$ cat config.mk
export PLATFORM = sky130hd
export DESIGN_NAME = sbs_tap
export DESIGN_NICKNAME = d
export VERILOG_FILES = /design/src/shared/sbs_pkg.sv /design/src/rtl/sbs_tap.sv
export SDC_FILE = /design/constraint.sdc
export NUM_CORES = 1
export LEC_CHECK = 0
export BUFFER_PORTS_ARGS = -buffer_cell sky130_fd_sc_hd__buf_2
export CORE_UTILIZATION = 45
export CTS_CLUSTER_SIZE = 28
export DETAILED_ROUTE_END_ITERATION = 8
export PLACE_DENSITY = 0.72
export SLEW_MARGIN = 20
export SYNTH_ARGS = -nofsm -noshare
export SYNTH_HDL_FRONTEND = slang
export SYNTH_SLANG_ARGS = --single-unit
$ cat constraint.sdc
create_clock -name clk_sys -period 47.1 [get_ports clk_sys]
set_clock_uncertainty 0.15 [all_clocks]
set_input_delay 4.71 -clock clk_sys [delete_from_list [all_inputs] [get_ports clk_sys]]
set_output_delay 4.71 -clock clk_sys [all_outputs]
set_load 0.02 [all_outputs]
$ cat src/shared/sbs_pkg.sv
// ***********************************************************************
// boundary-scan test port: shared constants and types
// ***********************************************************************
package sbs_pkg;

    // ***************************************************************
    // scan register geometry
    // ***************************************************************
    localparam int SBS_IR_W = 3; // instruction register width
    localparam int SBS_ID_W = 32; // identification register width
    localparam int SBS_BSR_W = 109; // boundary scan register width
    localparam int SBS_OE_BIT = 108; // output-enable boundary cell
    // arbitrary neutral identity value; bit 0 is forced to one anyway
    localparam logic [31:0] SBS_ID_CODE = 32'h5ABC_D001;
    localparam logic [1:0] SBS_IR_CAPTURE = 2'h1; // capture-IR pattern

    // ***************************************************************
    // instruction codes
    // ***************************************************************
    localparam logic [2:0] SBS_INS_EXTEST = 3'h0;
    localparam logic [2:0] SBS_INS_IDCODE = 3'h1;
    localparam logic [2:0] SBS_INS_SAMPLE_Z = 3'h2;
    localparam logic [2:0] SBS_INS_SAMPLE = 3'h4;
    localparam logic [2:0] SBS_INS_BYPASS = 3'h7;

    // ***************************************************************
    // register map (byte addresses) and field positions
    // ***************************************************************
    localparam logic [3:0] SBS_REG_STATUS = 4'h0; // read only
    localparam logic [3:0] SBS_REG_CTRL = 4'h4; // read and write
    localparam int SBS_ST_STATE_LSB = 0; // tap state, 16 bits
    localparam int SBS_ST_INS_LSB = 16; // current instruction
    localparam int SBS_ST_QOE_BIT = 19; // read-data bus enable
    localparam int SBS_ST_LOE_BIT = 20; // latched output-enable cell
    localparam int SBS_CTRL_RST_BIT = 0; // hold tap in reset
    localparam logic [31:0] SBS_CTRL_RESET = 32'h0000_0000;

    // ***************************************************************
    // tap controller states, one-hot
    // ***************************************************************
    typedef enum logic [15:0] {
        SBS_TLR = 16'h0001,
        SBS_RTI = 16'h0002,
        SBS_SEL_DR = 16'h0004,
        SBS_CAP_DR = 16'h0008,
        SBS_SHF_DR = 16'h0010,
        SBS_EX1_DR = 16'h0020,
        SBS_PAU_DR = 16'h0040,
        SBS_EX2_DR = 16'h0080,
        SBS_UPD_DR = 16'h0100,
        SBS_SEL_IR = 16'h0200,
        SBS_CAP_IR = 16'h0400,
        SBS_SHF_IR = 16'h0800,
        SBS_EX1_IR = 16'h1000,
        SBS_PAU_IR = 16'h2000,
        SBS_EX2_IR = 16'h4000,
        SBS_UPD_IR = 16'h8000
    } sbs_state_e;

    // data register selected by the current instruction
    typedef enum logic [2:0] {
        SBS_SEL_BYP = 3'h1,
        SBS_SEL_ID = 3'h2,
        SBS_SEL_BSR = 3'h4
    } sbs_sel_e;

endpackage

$ cat src/rtl/sbs_tap.sv
`timescale 1ns/1ps
// Summary of operation
// - sample on rising, drive on falling tck
// - mode and data synchronisers reset high
// - shift in at msb, out at lsb
// - tdo drives only in shift states
// - five high tms edges reach reset
// - power-up reset floats tdo
// - instruction selects exactly one data register
// - three-bit instruction register shifts in shift-IR
// - identify instruction loaded at reset
// - capture-IR loads 01 into low bits
// - bypass bit cleared on capture
// - boundary register captures all pins, then shifts
// - identify instruction captures fixed 32-bit code
// - new instruction active only at update-IR
// - sample-and-float selects boundary, floats read bus
// - sample/preload snapshots pins, sram undisturbed
// - update-DR moves shifted cells into latches
// - external test drives latched values out
// - cell 108 gates read bus under external test
// - cell 108 latch preset high at reset
// - code 001 identify, 111 bypass
// - code 010 float, 100 preload, 000 external test, others reserved
// - transitions decided by tms at rising edge
// - identification bit 0 always one
module sbs_tap
    import sbs_pkg::*;
#(
    parameter int IR_W = SBS_IR_W,
    parameter int ID_W = SBS_ID_W,
    parameter int BSR_W = SBS_BSR_W,
    parameter int OE_BIT = SBS_OE_BIT,
    parameter logic [31:0] ID_CODE = SBS_ID_CODE
) (
    input wire logic clk_sys,
    input wire logic sys_rst,
    // test port pins, all asynchronous to clk_sys
    input wire logic tck,
    input wire logic tms,
    input wire logic tdi,
    output logic tdo,
    output logic tdo_oe,
    // pin ring seen by the boundary register
    input wire logic [BSR_W-1:0] ring_in,
    output logic [BSR_W-1:0] ring_out,
    output logic extest_on,
    output logic q_bus_oe,
    // avalon-mm register slave
    input wire logic [3:0] avs_address,
    input wire logic avs_read,
    input wire logic avs_write,
    input wire logic [31:0] avs_writedata,
    output logic [31:0] avs_readdata,
    output logic avs_waitrequest
);

    // ***************************************************************
    // derived constants
    // ***************************************************************
    // latch pattern after reset: only the output-enable cell is set, so
    // the read bus stays with the sram until a test takes it over
    localparam logic [BSR_W-1:0] LAT_RESET =
        {{(BSR_W-1){1'b0}}, 1'b1} << OE_BIT;
    // width of the one-hot state field in the status word
    localparam int ST_W = $bits(sbs_state_e);

    // ***************************************************************
    // state record
    // ***************************************************************
    // synchronisers first, then the scan stages and the bus state
    typedef struct packed {
        logic tck_s1; // synchroniser stage one, read only by stage two
        logic tck_s2; // synchronised test clock
        logic tck_d; // previous test clock, for edge finding
        logic tms_s1;
        logic tms_s2;
        logic tdi_s1;
        logic tdi_s2;
        logic [BSR_W-1:0] ring_s1; // pin ring synchroniser
        logic [BSR_W-1:0] ring_s2;
        sbs_state_e st; // tap controller state
        logic [IR_W-1:0] ir_sh; // instruction shift stage
        logic [IR_W-1:0] ir; // current instruction
        logic byp; // bypass bit
        logic [ID_W-1:0] id_sh; // identification shift stage
        logic [BSR_W-1:0] bsr_sh; // boundary shift stage
        logic [BSR_W-1:0] bsr_lat; // boundary parallel latches
        logic tdo; // serial output bit
        logic tdo_oe; // serial output driver enable
        logic ext; // external test instruction active
        logic q_oe; // read-data bus enable
        logic [31:0] ctrl; // software control word
        logic [31:0] rdata; // bus read data
        logic wait_r; // bus waitrequest
    } sbs_regs_s;

    sbs_regs_s cur; // registered state
    sbs_regs_s next_cur; // next state

    // ***************************************************************
    // helper functions
    // ***************************************************************
    // next controller state from tms sampled at a rising tck edge
    // a held-high tms walks any state to reset within five edges
    function automatic sbs_state_e sbs_step(input sbs_state_e s,
                                            input logic m);
        sbs_state_e n;
        n = SBS_TLR;
        case (s)
            SBS_TLR: n = m ? SBS_TLR : SBS_RTI;
            SBS_RTI: n = m ? SBS_SEL_DR : SBS_RTI;
            SBS_SEL_DR: n = m ? SBS_SEL_IR : SBS_CAP_DR;
            SBS_CAP_DR: n = m ? SBS_EX1_DR : SBS_SHF_DR;
            SBS_SHF_DR: n = m ? SBS_EX1_DR : SBS_SHF_DR;
            SBS_EX1_DR: n = m ? SBS_UPD_DR : SBS_PAU_DR;
            SBS_PAU_DR: n = m ? SBS_EX2_DR : SBS_PAU_DR;
            SBS_EX2_DR: n = m ? SBS_UPD_DR : SBS_SHF_DR;
            SBS_UPD_DR: n = m ? SBS_SEL_DR : SBS_RTI;
            SBS_SEL_IR: n = m ? SBS_TLR : SBS_CAP_IR;
            SBS_CAP_IR: n = m ? SBS_EX1_IR : SBS_SHF_IR;
            SBS_SHF_IR: n = m ? SBS_EX1_IR : SBS_SHF_IR;
            SBS_EX1_IR: n = m ? SBS_UPD_IR : SBS_PAU_IR;
            SBS_PAU_IR: n = m ? SBS_EX2_IR : SBS_PAU_IR;
            SBS_EX2_IR: n = m ? SBS_UPD_IR : SBS_SHF_IR;
            SBS_UPD_IR: n = m ? SBS_SEL_DR : SBS_RTI;
            default: n = SBS_TLR;
        endcase
        return n;
    endfunction

    // instruction decode to the one selected data register
    // reserved codes fall to bypass so a stray load keeps the chain
    // length known instead of leaving the serial path open
    function automatic sbs_sel_e sbs_pick(input logic [IR_W-1:0] i);
        sbs_sel_e p;
        p = SBS_SEL_BYP;
        if (i == SBS_INS_IDCODE) begin
            p = SBS_SEL_ID;
        end else if (i == SBS_INS_EXTEST || i == SBS_INS_SAMPLE_Z ||
                     i == SBS_INS_SAMPLE) begin
            p = SBS_SEL_BSR;
        end else begin
            // bypass, and reserved codes fall back to the short path
            p = SBS_SEL_BYP;
        end
        return p;
    endfunction

    // read-data bus enable for a given instruction and latch state
    // only external test hands the bus enable to the latched cell
    function automatic logic sbs_qoe(input logic [IR_W-1:0] i,
                                     input logic oe_cell);
        logic r;
        r = 1'b1;
        if (i == SBS_INS_SAMPLE_Z) begin
            r = 1'b0;
        end else if (i == SBS_INS_EXTEST) begin
            r = oe_cell;
        end
        return r;
    endfunction

    // ***************************************************************
    // next-state logic
    // ***************************************************************
    // edges of the sampled test clock, one clk_sys cycle each; tck must
    // stay high and low for three clk_sys periods at least, or an edge
    // is lost in the synchroniser and the controller falls out of step
    logic tck_rise;
    logic tck_fall;
    sbs_sel_e sel;
    logic bus_go;

    always_comb begin
        next_cur = cur;
        tck_rise = cur.tck_s2 & ~cur.tck_d;
        tck_fall = ~cur.tck_s2 & cur.tck_d;
        sel = sbs_pick(cur.ir);
        bus_go = ~cur.wait_r;

        // two-flop synchronisers; only stage two is looked at
        // stage one may go metastable, so nothing but stage two reads it
        next_cur.tck_s1 = tck;
        next_cur.tck_s2 = cur.tck_s1;
        next_cur.tck_d = cur.tck_s2;
        next_cur.tms_s1 = tms;
        next_cur.tms_s2 = cur.tms_s1;
        next_cur.tdi_s1 = tdi;
        next_cur.tdi_s2 = cur.tdi_s1;
        next_cur.ring_s1 = ring_in;
        next_cur.ring_s2 = cur.ring_s1;

        // rising tck: sample tms and tdi, capture and shift
        if (tck_rise) begin
            next_cur.st = sbs_step(cur.st, cur.tms_s2);
            case (cur.st)
                SBS_CAP_IR: begin
                    next_cur.ir_sh = {{(IR_W-2){1'b0}},
                                      SBS_IR_CAPTURE};
                end
                SBS_SHF_IR: begin
                    next_cur.ir_sh = {cur.tdi_s2,
                                      cur.ir_sh[IR_W-1:1]};
                end
                SBS_CAP_DR: begin
                    case (sel)
                        SBS_SEL_ID: begin
                            next_cur.id_sh = ID_CODE[ID_W-1:0] |
                                {{(ID_W-1){1'b0}}, 1'b1};
                        end
                        SBS_SEL_BSR: begin
                            // snapshot only; sram paths are untouched
                            next_cur.bsr_sh = cur.ring_s2;
                        end
                        default: begin
                            // bypass, and any reserved code
                            next_cur.byp = 1'b0;
                        end
                    endcase
                end
                SBS_SHF_DR: begin
                    case (sel)
                        SBS_SEL_ID: begin
                            next_cur.id_sh = {cur.tdi_s2,
                                              cur.id_sh[ID_W-1:1]};
                        end
                        SBS_SEL_BSR: begin
                            // captured bits leave while preload enters
                            next_cur.bsr_sh = {cur.tdi_s2,
                                cur.bsr_sh[BSR_W-1:1]};
                        end
                        default: begin
                            // one-bit path: each bit lags by one edge
                            next_cur.byp = cur.tdi_s2;
                        end
                    endcase
                end
                default: begin
                    // other states hold every scan stage
                end
            endcase
        end

        // falling tck: drive tdo and perform updates
        if (tck_fall) begin
            case (cur.st)
                SBS_SHF_IR: begin
                    next_cur.tdo = cur.ir_sh[0];
                    next_cur.tdo_oe = 1'b1;
                end
                SBS_SHF_DR: begin
                    case (sel)
                        SBS_SEL_ID: next_cur.tdo = cur.id_sh[0];
                        SBS_SEL_BSR: next_cur.tdo = cur.bsr_sh[0];
                        default: next_cur.tdo = cur.byp;
                    endcase
                    next_cur.tdo_oe = 1'b1;
                end
                default: begin
                    // leaving a shift state releases the pin
                    next_cur.tdo_oe = 1'b0;
                end
            endcase
            // updates sit on the falling edge so the new instruction and
            // latches never change under a rising-edge capture
            if (cur.st == SBS_UPD_IR) begin
                next_cur.ir = cur.ir_sh;
            end
            if (cur.st == SBS_UPD_DR && sel == SBS_SEL_BSR) begin
                next_cur.bsr_lat = cur.bsr_sh;
            end
            // reset state restores the power-up instruction and cell
            if (cur.st == SBS_TLR) begin
                next_cur.ir = SBS_INS_IDCODE;
                next_cur.bsr_lat[OE_BIT] = 1'b1;
            end
        end

        // software may hold the port in test-logic-reset
        // this wins over any tck edge seen in the same cycle
        if (cur.ctrl[SBS_CTRL_RST_BIT]) begin
            next_cur.st = SBS_TLR;
            next_cur.ir = SBS_INS_IDCODE;
            next_cur.bsr_lat[OE_BIT] = 1'b1;
            next_cur.tdo_oe = 1'b0;
        end

        // pin-facing controls follow the active instruction
        // taken from the next values so they land with the instruction
        next_cur.ext = (next_cur.ir == SBS_INS_EXTEST);
        next_cur.q_oe = sbs_qoe(next_cur.ir,
                                next_cur.bsr_lat[OE_BIT]);

        // avalon slave: waitrequest drops one cycle after a request
        // every access costs two cycles; the registered answer keeps
        // readdata and waitrequest clean at the price of speed
        next_cur.wait_r = 1'b1;
        if ((avs_read | avs_write) & cur.wait_r) begin
            next_cur.wait_r = 1'b0;
            next_cur.rdata = 32'h0000_0000;
            if (avs_address == SBS_REG_STATUS) begin
                next_cur.rdata[SBS_ST_STATE_LSB +: ST_W] = cur.st;
                next_cur.rdata[SBS_ST_INS_LSB +: IR_W] = cur.ir;
                next_cur.rdata[SBS_ST_QOE_BIT] = cur.q_oe;
                next_cur.rdata[SBS_ST_LOE_BIT] = cur.bsr_lat[OE_BIT];
            end else if (avs_address == SBS_REG_CTRL) begin
                next_cur.rdata = cur.ctrl;
            end else begin
                // unmapped: reads zero, writes ignored
                next_cur.rdata = 32'h0000_0000;
            end
        end
        // a write takes effect at the edge where waitrequest is low
        // the status word is read only; writes to it are dropped
        if (bus_go & avs_write & (avs_address == SBS_REG_CTRL)) begin
            next_cur.ctrl = avs_writedata;
        end
    end

    // ***************************************************************
    // state register
    // ***************************************************************
    // power-up reset: tdo floats, identify loaded, cell 108 high;
    // tms and tdi synchronisers start high, so both read one until the pins pass through
    always_ff @(posedge clk_sys or posedge sys_rst) begin
        if (sys_rst) begin
            cur.tck_s1 <= 1'b0;
            cur.tck_s2 <= 1'b0;
            cur.tck_d <= 1'b0;
            cur.tms_s1 <= 1'b1;
            cur.tms_s2 <= 1'b1;
            cur.tdi_s1 <= 1'b1;
            cur.tdi_s2 <= 1'b1;
            cur.ring_s1 <= '0;
            cur.ring_s2 <= '0;
            cur.st <= SBS_TLR;
            cur.ir_sh <= '0;
            cur.ir <= SBS_INS_IDCODE;
            cur.byp <= 1'b0;
            cur.id_sh <= '0;
            cur.bsr_sh <= '0;
            cur.bsr_lat <= LAT_RESET;
            cur.tdo <= 1'b0;
            cur.tdo_oe <= 1'b0;
            cur.ext <= 1'b0;
            cur.q_oe <= 1'b1;
            cur.ctrl <= SBS_CTRL_RESET;
            cur.rdata <= 32'h0000_0000;
            cur.wait_r <= 1'b1;
        end else begin
            cur <= next_cur;
        end
    end

    // ***************************************************************
    // outputs, each straight from the state record
    // ***************************************************************
    // ring_out only matters while extest_on is high; the pad mux
    // outside picks between it and the normal sram path
    // with tdo_oe low the far side must treat tdo as undefined
    assign tdo = cur.tdo;
    assign tdo_oe = cur.tdo_oe;
    assign ring_out = cur.bsr_lat;
    assign extest_on = cur.ext;
    assign q_bus_oe = cur.q_oe;
    assign avs_readdata = cur.rdata;
    assign avs_waitrequest = cur.wait_r;

endmodule

Word-level counts from Yosys, hierarchy flattened:

Cells that the tools add are included.

* bits in registers: 567
* latch bits: 0
* bits in writable memories: 0
* bits in read-only memories: 0
* bits of input ports: 152
* output and inout bits: 146
* logic and storage cells: 127
* memories: 0

* add/subtract/negate cells: 0
* multiply operators: 0
* div/mod/pow operators: 0
* $lt $le $gt $ge: 0
* equal/unequal tests: 29
* shifts and indexed selects: 0
* multiplexer cells: 43
* bitwise operators: 9
* reductions and logical operators: 22

Operator list (number)
* 109-bit 2-to-1 mux: 3
* 142-bit case mux with 2 select lines: 1
* 16-bit case mux with 12 select lines: 1
* 111-bit 2-to-1 mux: 1
* 32-bit 2-to-1 mux: 3
* 16-bit 2-to-1 mux: 3
* 11-bit 2-to-1 mux: 2
* 21-bit 2-to-1 mux: 1
* 3-bit 2-to-1 mux: 7
* 19-bit 2-to-1 mux: 1
* 9-bit 2-to-1 mux: 2
* 16-bit by 1-bit == test with 1-bit output (second input constant): 1
* 16-bit by 10-bit == test with 1-bit output (second input constant): 1
* 16-bit by 11-bit == test with 1-bit output (second input constant): 1
* 16-bit by 12-bit == test with 1-bit output (second input constant): 1
* 16-bit by 13-bit == test with 1-bit output (second input constant): 1
* 16-bit by 14-bit == test with 1-bit output (second input constant): 1
* 16-bit by 15-bit == test with 1-bit output (second input constant): 1
* 16-bit == test (second input constant): 1
* 16-bit by 2-bit == test with 1-bit output (second input constant): 1
* 16-bit by 3-bit == test with 1-bit output (second input constant): 1
* 16-bit by 4-bit == test with 1-bit output (second input constant): 1
* 16-bit by 5-bit == test with 1-bit output (second input constant): 1
* 16-bit by 6-bit == test with 1-bit output (second input constant): 1
* other kinds (30): 65

Longest topological paths before layout:

Gate-level depths: netlist of the first run.

* depth in word-level cells: 13
* mapped depth: 10
* gate-level depth less buffers: 5

Least setup slack after synthesis of the first run:

OpenSTA, ideal clock, no wires.

* kind: input-to-reg
* from: in avs_address[1]
* to: reg cur[33] in the netlist's numbering
* setup time: 0.125 ns
* data arrival time: 6.268 ns
* required time: 46.825 ns
* setup slack: 40.557 ns
* stages: 5
* cell sequence: nor4b_1 > and3b_1 > clkbuf_1 > buf_2 > mux2_2

* word-level cells in the longest chain between the ends: 2

Ends and longest elaborated chain
* start, declared: line sbs_tap.sv:50 `input wire logic [3:0] avs_address,`
* 4-bit by 3-bit == test with 1-bit output: line sbs_tap.sv:316 `if (bus_go & avs_write & (avs_address == SBS_REG_CTRL)) begin`
* 1-bit bitwise AND: line sbs_tap.sv:316
* end signal, assigned: line sbs_tap.sv:352 `cur <= next_cur;`
* end, declared: line sbs_tap.sv:98 `sbs_regs_s cur;`

No other way between the ends.
A chain may end at the register's enable or synchronous reset.

==> results of run 1 <==
[cells in the mapped netlist (all sizes together), types with 9 or more instances]
master and instances:
dfrtp 558, nand2 209, buf 183, o21ai 158, mux2 142, mux2i 114
clkbuf 52, nor2 44, nand3 27, nor3 25, a22oi 21, nor4 10
dfstp 9
[state kept, by name, summed over array words and instances, names as in the netlist]
| signal | flops |
|---|---|
| tdo_oe | 1 |
| cur | 421 |
| extest_on | 1 |
| tdo | 1 |
| ring_out | 109 |
| q_bus_oe | 1 |
| avs_waitrequest | 1 |
| avs_readdata | 32 |
[stage by stage]
| stage | cells | hold slack (ns) | worst slack [ns] | cell area [um2] |
|---|---|---|---|---|
| after floorplan | 1625 | 0.181 | 26.40 | 21200 |
| after global placement | 2311 | 0.182 | 38.78 | 22200 |
| after detailed placement | 2311 | 0.185 | 38.67 | 22200 |
| after CTS | 2414 | 0.196 | 39.32 | 24200 |
| after global routing | 2416 | 0.200 | 39.53 | 24200 |
| final | 2417 | 0.194 | 40.04 | 24200 |
[worst max-delay path by stage]
stage,depth (start not counted),to,slack [ns]
after floorplan,1,avs_readdata[0],26.40
after global placement,5,cur[472],38.78
after detailed placement,5,cur[200],38.67
after CTS,5,cur[472],39.32
after global routing,5,cur[472],39.53
final,5,ring_out[5],40.04
[per-layer routing]
metal	vias to the layer above	global-route usage (%)	routed length [um]	part of all wire, %
met5	-	0	76	0.18
met4	12	5.86	1030	2.5
met3	81	4.38	2580	6.2
met2	317	28.3	20200	49
met1	6102	22.9	17600	42
li1	5651	-	-	-
[kinds of logic (layout without fill, tap and decap cells)]
| logic type | Yosys count | in the layout |
|---|---|---|
| muxes | 256 | 256 |
| DFF | 567 | 567 |
| xor gates and xnor gates | 7 | 7 |
| AOI/OAI and AO/OA | 202 | 202 |
| buffers and inverters | 238 | 420 |
| and+or+nand+nor | 355 | 355 |
| other | 0 | 3 |
[layout make-up]
cell class	instances	area, um2	share of cell area [%]
diodes	3	7.51	0.0310
clock buffers	67	1500	6.20
clock inverters	36	531	2.19
inverters	3	18.8	0.0775
multi-input cells	820	5580	23.0
flip-flops and latches	567	14200	58.6
well taps	607	759	3.14
repair buffers	314	1630	6.71
[power groups by stage]
| stage | clock network [W] | logic [W] | registers (W) |
|---|---|---|---|
| floorplan | 0 | 0.0000329 | 0.000519 |
| global placement | 0 | 0.0000437 | 0.000523 |
| detailed placement | 0 | 0.0000453 | 0.000524 |
| CTS | 0.000490 | 0.0000455 | 0.000515 |
| global route | 0.000507 | 0.0000506 | 0.000516 |
| finish | 0.000478 | 0.0000446 | 0.000515 |
==> implementation parameters, run 1 <==
Parameter                              Value

Timing
  Share of the clock period used by the worst path ... 15.0%
  Total count of max-transition violations in the final report ... 0
  Unrepaired setup endpoints after global routing ... no
  Total Neg Setup Slack ... 0 ns
  Final setup violating endpoints ... 0
  Slew HR ... 29.3%
  Final Hold Violating Endpoints ... 0
  Transition time at the pin with the least slew margin ... 1.06 ns
  Final worst path period need ... 7.06 ns
  Max frequency ... 142 MHz

Drt
  Via count normalized by instance count ... 5.03
  First-pass DRT Iterations ... 5
  Detail Route Antenna Nets ... 0
  Number of remaining DRC errors ... 0
  Starting DRC count in detailed routing ... 980
  Final Routed Wirelength ... 41.5 mm
  DR vias ... 12163
  Drt wl/cell ... 17.2 um

Setup path
  Critical path, cell by cell ... buf_2 -> inv_8 -> buf_6 -> buf_4 -> buf_6
  R2R cell count ... 6
  R2r endpoint ... cur[182]
  Critical Path Fanout Max ... 133
  Kind of critical path ... primary input to asynchronous set/reset pin
  Data required time of the critical path ... 47.59 ns
  Sort of element at the end of the critical path ... asynchronous set/reset pin
  Nature of the critical path startpoint ... primary input
  Minimum setup slack among reg-to-reg paths ... 43.57 ns
  Stage delay of the slowest cell on the critical path ... 0.65 ns
  Worst setup startpoint ... sys_rst
  Most common cell type on the critical path ... buf_6
  Crit path buffers/inverters ... 5
  Endpoint arrival time on the critical path ... 7.55 ns
  Critical R2R Launch ... cur[334]
  Critical Path Slowest Stage Cell ... buf_6
  Cell family contributing the most delay on the critical path ... buffers and inverters

Finish
  Layout cell share with drive strength beyond 1 ... 31.5%
  Commonest cells after routing, fill and taps aside ... dfrtp_1, buf_2, nand2_1
  Most common cell after layout, fill and taps aside ... dfrtp_1
  Post-layout utilization of the core ... 52.0%
  Layout overhead on the synthesized area ... 14.1%
  Fill cell count ... 3919
  Nets ... 1913

Synth
  Simple-Gate Fraction of Synth Area ... 7.62%
  Warning count from the yosys run ... 0
  Portion of netlist area occupied by mux cells ... 12.9%
  Sequential-to-total area share from yosys stat ... 66.9%
  Post-synthesis instance area ... 21200 um2
  Number of instances in the synthesized netlist ... 1625
  Area fraction in compound gates after synthesis ... 5.25%
  Main combinational cell family by area after synthesis ... multiplexers
  Number of flops mapped to enable cells by yosys ... 0
  Flops & latches, synth ... 567
  Prevailing post-synth register cell ... dfrtp_1
  Post-synth cell types ... 53
  Async SR Flop Fraction ... 100%
  Share of the synthesized area in the top cell type ... 65.8%
  Cell taking the most area after synthesis ... dfrtp_1
  Synthesized Nets ... 1777
  Arithmetic-cell share of the synthesized area counting full adders, half adders and majority gates ... 0%
  Synth top area cells ... dfrtp_1, mux2_2, mux2i_1
  Xor-xnor portion of the synthesized cell area ... 0.289%
  Average cell area after synthesis ... 13.1 um2

Pwr
  Pint ... 0.000812 W
  Leakage Power ... 12.2 nW
  Net switching power of the design ... 0.000225 W
  Final Power ... 0.00104 W
  Switching Fraction ... 21.7%
  Part of the total power dissipated in combinational logic ... 4.3%
  Areal power density over the cells ... 42.8 nW/um2
  Portion of total power attributed to sequential cells ... 49.6%
  VDD IR max ... 0.0000316 V
  Clock network fraction of design power ... 46.1%

Global route
  Grt ovf ... 0
  First-pass GRT wire length ... 66.2 mm
  Antenna violations before repair ... 10
  Pin count of the biggest net entering global routing ... 134
  Vias in the first global route ... 12374
  Overall global routing resource usage ... 17.5%

Placement
  Routability-driven placement congestion ratio ... 0.858
  Half-perimeter wire length after detailed placement ... 26.8 mm
  Port-buffer cells ... 297

Floorplan
  Number of standard-cell rows in the floorplan ... 79
  Die width ... 219 um
  Initial core utilization ... 45.6%
  Number of primary I/O pins ... 298
  Height of the die ... 219 um
  Full die area ... 48000 um2
  Placeable Area ... 46600 um2

Clock tree
  Clock Latency Late Sink ... 0.61 ns
  # H-tree levels ... 2
  Clock buffer count from CTS ... 55
  Clk sinks ... 567
  Maximum clock path buffer count ... 3
  Clock root cell ... clkbuf_16
  Setup repair bufs after CTS ... 0
  Post-CTS Hold Fix Bufs ... 0
  Clock transition at the register clock pins on the worst setup and hold paths after CTS ... 0.07 ns
  TritonCTS clock tree ... done
  Quantity of gates resized following cts ... 0

Job
  Max capacitance violation total ... 0

Hold path
  Min-delay src ... cur[524]
  Hold path cells ... 0
  Hold endpoint ... cur[415]
  Hold Crit Class ... flip-flop to flip-flop

Run status
  Outcome ... finished clean
Power figures use the tool's default switching activity.
==> run 2, diff against run 1 <==
clock period = 6.7 ns   (was 47.1 ns; I/O delays follow)
==> implementation parameters, run 2 (synthesis results as in run 1) <==
Parameter                              Value

Run status
  Outcome ... finished clean

Placement
  Port-buffer cells ... 297 (unchanged)
  Routability-driven placement congestion ratio ... 0.879 (+2.5%)
  Post-Place Cells ... 2311 (unchanged)
  Cell area after placement ... 22200 um2 (+0.15%)
  Half-perimeter wire length after detailed placement ... 26.5 mm (-1.3%)

Clock tree
  Clock buffer count from CTS ... 57 (+3.6%)
  Maximum clock path buffer count ... 3 (unchanged)
  TritonCTS clock tree ... done
  Clock root cell ... clkbuf_16
  Quantity of gates resized following cts ... 0 (unchanged)
  Clk sinks ... 567 (unchanged)
  Clock transition at the register clock pins on the worst setup and hold paths after CTS ... 0.06 ns (about the same)
  # H-tree levels ... 2 (unchanged)
  Post-CTS Hold Fix Bufs ... 78 (+78)
  Clock Latency Late Sink ... 0.60 ns (about the same)
  Setup repair bufs after CTS ... 0 (unchanged)

Finish
  Area of the multi-input gates ... 5580 um2 (unchanged)
  Post-Layout Inst Area ... 24900 um2 (+2.6%)
  Largest register FFs ... 421 (unchanged)
  Largest reg by FF count ... cur
  Most common cell after layout, fill and taps aside ... dfrtp_1
  Post-layout utilization of the core ... 53.4% (+1.4 points)
  Diodes inserted ... 0 (-3)
  Fill cell count ... 3779 (-3.6%)
  Post-layout instance count excluding filler cells ... 2492 (+3.1%)
  Flip-flop and latch area ... 14200 um2 (unchanged)
  Layout cell share with drive strength beyond 1 ... 30.1% (-1.5 points)
  Layout overhead on the synthesized area ... 17.1%
  Nets ... 1993 (+4.2%)
  Commonest cells after routing, fill and taps aside ... dfrtp_1, buf_2, nand2_1

Drt
  Final Routed Wirelength ... 42.1 mm (+1.4%)
  First-pass DRT Iterations ... 5 (unchanged)
  Drt wl/cell ... 16.9 um (-1.6%)
  Number of remaining DRC errors ... 0 (unchanged)
  Starting DRC count in detailed routing ... 704 (-28%)
  Via count normalized by instance count ... 4.99 (-0.76%)
  DR vias ... 12445 (+2.3%)
  Detail Route Antenna Nets ... 0 (unchanged)

Timing
  Share of the clock period used by the worst path ... 51.9%
  Final setup violating endpoints ... 0 (unchanged)
  Unrepaired setup endpoints after global routing ... no
  Max frequency ... 287 MHz
  Final Hold Violating Endpoints ... 0 (unchanged)
  Total count of max-transition violations in the final report ... 0 (unchanged)
  Total Neg Setup Slack ... 0 ns (unchanged)
  Transition time at the pin with the least slew margin ... 1.22 ns (+0.162 ns)
  Slew HR ... 18.5% (-11 points)
  Final worst path period need ... 3.48 ns

Hold path
  Hold path cells ... 1 (+1)
  Hold Crit Class ... primary input to flip-flop
  Hold endpoint ... cur[526]
  Min-delay src ... ring_in[75]

Floorplan
  Die width ... 219 um (unchanged)
  Placeable Area ... 46600 um2 (unchanged)
  Number of standard-cell rows in the floorplan ... 79 (unchanged)
  Initial core utilization ... 45.6% (unchanged)
  Full die area ... 48000 um2 (unchanged)
  Number of primary I/O pins ... 298 (unchanged)
  Height of the die ... 219 um (unchanged)

Pwr
  Areal power density over the cells ... 285 nW/um2 (+560%)
  VDD IR max ... 0.000240 V (+660%)
  Leakage Power ... 12.4 nW (+2.1%)

Setup path
  Kind of critical path ... flip-flop to flip-flop
  Endpoint arrival time on the critical path ... 3.78 ns (-3.77 ns)
  Minimum setup slack among reg-to-reg paths ... 3.22 ns (-40.35 ns)
  Data required time of the critical path ... 7.00 ns (-40.59 ns)
  Sort of element at the end of the critical path ... flip-flop
  Critical R2R Launch ... cur[339]
  R2r endpoint ... cur[204]
  Nature of the critical path startpoint ... flip-flop
  Critical Path Fanout Max ... 38 (-71%)
  R2R cell count ... 6 (unchanged)

Global route
  Vias in the first global route ... 12739 (+2.9%)
  Pin count of the biggest net entering global routing ... 219 (+63%)
  Antenna violations before repair ... 4 (-6)
  Grt ovf ... 0 (unchanged)
  Overall global routing resource usage ... 17.6% (+0.17 points)
  First-pass GRT wire length ... 67.0 mm (+1.2%)

Job
  Max capacitance violation total ... 0 (unchanged)
-- run 2: cell types whose count changed in the layout (fill, tap and decap cells not counted), sizes merged --
cell / change
dlygate4sd3: +78
clkbuf: +12
bufinv: -10
clkinv: -5
diode: -3
clkinvlp: +2
inv: +1
-- run 2: how the worst max path moves through the flow --
stage / startpoint / cells past startpoint / endpoint
global placement: cur[339] / 6 / cur[202]
global route: cur[339] / 6 / cur[204]
detailed placement: cur[339] / 6 / cur[206]
floorplan: sys_rst / 1 / avs_readdata[0]
finish: cur[339] / 6 / cur[204]
CTS: cur[339] / 6 / cur[204]
-- run 2: worst max-delay path, stage by stage, from the launching register on --
cell	delay (ns)
dfrtp_1	0.51
or4_4	0.61
nor3_2	0.38
and3_4	0.61
buf_4	0.62
mux2i_1	0.30
o21ai_1	0.07
-- run 2: report_power, final --
part | switching [W] | internal [W] | total, W
Clock | 0.00132 | 0.00178 | 0.00310
Sequential | 0.0000658 | 0.00355 | 0.00362
Combinational | 0.000197 | 0.000154 | 0.000352
Total | 0.00158 | 0.00549 | 0.00707
-- run 2: stage by stage --
stage | setup WS [ns] | hold slack, ns | power (W)
2_1_floorplan | -1.83 | 0.181 | 0.00388
3_3_place_gp | 3.33 | 0.181 | 0.00399
3_5_place_dp | 3.22 | 0.185 | 0.00400
4_1_cts | 3.17 | 0.0000713 | 0.00716
5_1_grt | 3.04 | 0.0000918 | 0.00734
6_report | 3.22 | 0.0326 | 0.00707
-- run 2: final cells by class --
type                    instances  area share [%]
repair buffers                392            9.79
clock buffers                  79            6.72
flip-flops and latches        567            57.1
multi-input cells             820            22.4
inverters                       3          0.0604
well taps                     607            3.06
clock inverters                24           0.806
-- run 2: metal layers --
| layer | part of all wire, % | global-route usage [%] | up-vias |
|---|---|---|---|
| met5 | 0.12 | 0 | - |
| met4 | 2.5 | 5.56 | 8 |
| met3 | 6.4 | 5.06 | 80 |
| met2 | 50 | 29.5 | 300 |
| met1 | 41 | 22.0 | 6249 |
| li1 | - | - | 5808 |
==> run 3, diff against run 2 <==
ABC_AREA = 1   (was default)
PLACE_DENSITY = 0.75   (was 0.72)
clock period = 3 ns   (was 6.7 ns; I/O delays follow)
==> implementation parameters, run 3 <==
Parameter                              Value

Run status
  Outcome ... finished clean

Finish
  Largest reg by FF count ... cur
  Post-layout utilization of the core ... 56.0% (+2.6 points)
  Most common cell after layout, fill and taps aside ... dfrtp_1
  Largest register FFs ... 421 (unchanged)
  Fill cell count ... 3789 (+0.26%)
  Layout cell share with drive strength beyond 1 ... 22.1% (-7.9 points)
  Commonest cells after routing, fill and taps aside ... dfrtp_1, nand2_1, buf_2
  Layout overhead on the synthesized area ... 22.7%
  Nets ... 2362 (+19%)

Clock tree
  Quantity of gates resized following cts ... 0 (unchanged)
  # H-tree levels ... 2 (unchanged)
  Setup repair bufs after CTS ... 0 (unchanged)
  Maximum clock path buffer count ... 3 (unchanged)
  Clock transition at the register clock pins on the worst setup and hold paths after CTS ... 0.06 ns (about the same)
  Clk sinks ... 567 (unchanged)
  Clock root cell ... clkbuf_16
  Clock Latency Late Sink ... 0.61 ns (about the same)
  Clock buffer count from CTS ... 57 (unchanged)
  TritonCTS clock tree ... done

Floorplan
  Full die area ... 47900 um2 (-0.22%)
  Die width ... 219 um (-0.11%)
  Height of the die ... 219 um (-0.11%)
  Placeable Area ... 46500 um2 (-0.21%)
  Initial core utilization ... 45.6% (about the same)
  Number of standard-cell rows in the floorplan ... 79 (unchanged)
  Number of primary I/O pins ... 298 (unchanged)

Synth
  Share of the synthesized area in the top cell type ... 65.9% (+0.15 points)
  Post-synthesis instance area ... 21200 um2 (-0.22%)
  Post-synth cell types ... 35 (-34%)
  Average cell area after synthesis ... 11.1 um2 (-15%)
  Cell taking the most area after synthesis ... dfrtp_1
  Synth top area cells ... dfrtp_1, nand2_1, buf_4
  Async SR Flop Fraction ... 100% (unchanged)
  Most common cell in the netlist ... dfrtp_1
  Synthesized Nets ... 2062 (+16%)
  Number of instances in the synthesized netlist ... 1910 (+18%)
  Flops & latches, synth ... 567 (unchanged)
  Prevailing post-synth register cell ... dfrtp_1
  Number of flops mapped to enable cells by yosys ... 0 (unchanged)
  Sequential-to-total area share from yosys stat ... 67.0% (+0.15 points)
  Synth top cells by count ... dfrtp_1, nand2_1, o21ai_0, inv_1, buf_4
  Warning count from the yosys run ... 0 (unchanged)

Placement
  Routability-driven placement congestion ratio ... 0.845 (-3.9%)
  Port-buffer cells ... 297 (unchanged)
  Pre-CTS WS ... 0.585 ns (-2.63 ns)
  Half-perimeter wire length after detailed placement ... 28.3 mm (+6.8%)

Timing
  Min setup slack post-route ... 0.426 ns (-2.79 ns)
  Slew HR ... 42.5% (+24 points)
  Max frequency ... 388 MHz (+35%)
  Share of the clock period used by the worst path ... 85.8% (+34 points)
  Final setup violating endpoints ... 0 (unchanged)
  Final worst path period need ... 2.57 ns (-0.905 ns)
  Unrepaired setup endpoints after global routing ... no
  Worst Hold Margin ... 0.0532 ns (+0.0206 ns)
  Transition time at the pin with the least slew margin ... 0.861 ns (-0.362 ns)
  Total count of max-transition violations in the final report ... 0 (unchanged)
  Final Hold Violating Endpoints ... 0 (unchanged)

Global route
  First-pass GRT wire length ... 74.0 mm (+10%)
  Vias in the first global route ... 14460 (+14%)
  Pin count of the biggest net entering global routing ... 105 (-52%)
  Overall global routing resource usage ... 19.3% (+1.7 points)
  Grt ovf ... 0 (unchanged)
  Antenna violations before repair ... 4 (unchanged)

Drt
  Starting DRC count in detailed routing ... 1083 (+54%)
  Detail Route Antenna Nets ... 0 (unchanged)
  Final Routed Wirelength ... 45.9 mm (+9.1%)
  Number of remaining DRC errors ... 0 (unchanged)
  First-pass DRT Iterations ... 5 (unchanged)
  Drt wl/cell ... 16.0 um (-5.1%)
  Via count normalized by instance count ... 4.99 (-0.10%)
  DR vias ... 14298 (+15%)

Setup path
  Data required time of the critical path ... 3.37 ns (-3.63 ns)
  Kind of critical path ... flip-flop to flip-flop
  Endpoint arrival time on the critical path ... 2.94 ns (-0.84 ns)
  Nature of the critical path startpoint ... flip-flop
  Sort of element at the end of the critical path ... flip-flop
  Critical Path Fanout Max ... 53 (+39%)

Pwr
  Areal power density over the cells ... 656 nW/um2 (+130%)
  Final Power ... 0.0171 W (+140%)
  VDD IR max ... 0.000499 V (+110%)
  Leakage Power ... 12.1 nW (-2.9%)

Hold path
  Hold Crit Class ... primary input to flip-flop

Job
  Max capacitance violation total ... 0 (unchanged)
## run 3: cell count changes in the layout (fill, tap and decap cells not counted), moves of 69 or more
cell	change
nand2_1	+135
o211ai_1	+107
inv_1	+155
mux2_2	-98
mux2i_1	-114
o21ai_0	+119
dlygate4sd3_1	+69
## run 3: per-layer routing
| metal | GRT usage [%] | vias up | wire, um | share of wire, % |
|---|---|---|---|---|
| met4 | 7.50 | 0 | 1550 | 3.4 |
| met1 | 24.5 | 7015 | 19400 | 42 |
| met2 | 32.1 | 441 | 22400 | 49 |
| li1 | - | 6732 | - | - |
| met3 | 4.30 | 110 | 2530 | 5.5 |
| met5 | 0 | - | 0 | 0 |
## run 3: report_power, final
group	internal [W]	switching [W]	leakage (nW)
combinational	0.000375	0.000458	3.71
clock	0.00509	0.00305	1.06
sequential	0.00795	0.000133	7.31
## run 3: critical path, stage by stage, from the launching register on
cell           delay, ns
dfstp_2             0.54
o21ai_0             0.09
dlygate4sd3_1       0.57
buf_4               0.19
inv_2               0.64
nor2_1              0.09
a31oi_1             0.19
## run 3: stage by stage
step	setup TNS, ns	cells	instance area (um2)
floorplan	-2908.65	1910	21200
finish	0	2866	26000
detailed placement	0	2611	22300
global route	0	2866	26000
CTS	0	2865	26000
global placement	0	2611	22300
## run 3: what timing repair did
item / in CTS / in global routing
hold endpoints to repair: 190 / 0
hold buffers: 147 / 0
setup endpoints to repair: 0 / 0
## run 3: cell type report
cell class | instances | area [um2] | area share [%]
Clock buffer | 67 | 1550 | 5.94
Sequential cell | 567 | 14200 | 54.6
Timing Repair Buffer | 480 | 3390 | 13.0
Inverter | 162 | 612 | 2.35
Antenna cell | 1 | 2.50 | 0.00963
Clock inverter | 40 | 668 | 2.57
Tap cell | 607 | 759 | 2.92
Multi-Input combinational cell | 942 | 4820 | 18.5
## run 3: cells by family (layout without fill, tap and decap cells)
logic type             count (synthesis)  in the layout  share of synthesized area [%]
buffers and inverters                401            749                           10.3
AOI/OAI and AO/OA                    415            415                           11.4
DFF                                  567            567                           67.0
and+or+nand+nor                      496            496                           9.65
muxes                                 31             31                           1.65
other                                  0              1                              0
## run 3: final timing paths
| kind | to | cells after the start | from | slack [ns] |
|---|---|---|---|---|
| max | avs_readdata[1] | 6 | avs_waitrequest | 0.43 |
| min | avs_readdata[0] | 5 | avs_address[0] | 0.05 |
| max reg2reg | avs_readdata[1] | 6 | avs_waitrequest | 0.43 |
| min reg2reg | cur[397] | 0 | cur[506] | 0.19 |
| max in group asynchronous | avs_waitrequest | 5 | sys_rst | 1.61 |
| min in group asynchronous | cur[259] | 3 | sys_rst | 0.17 |
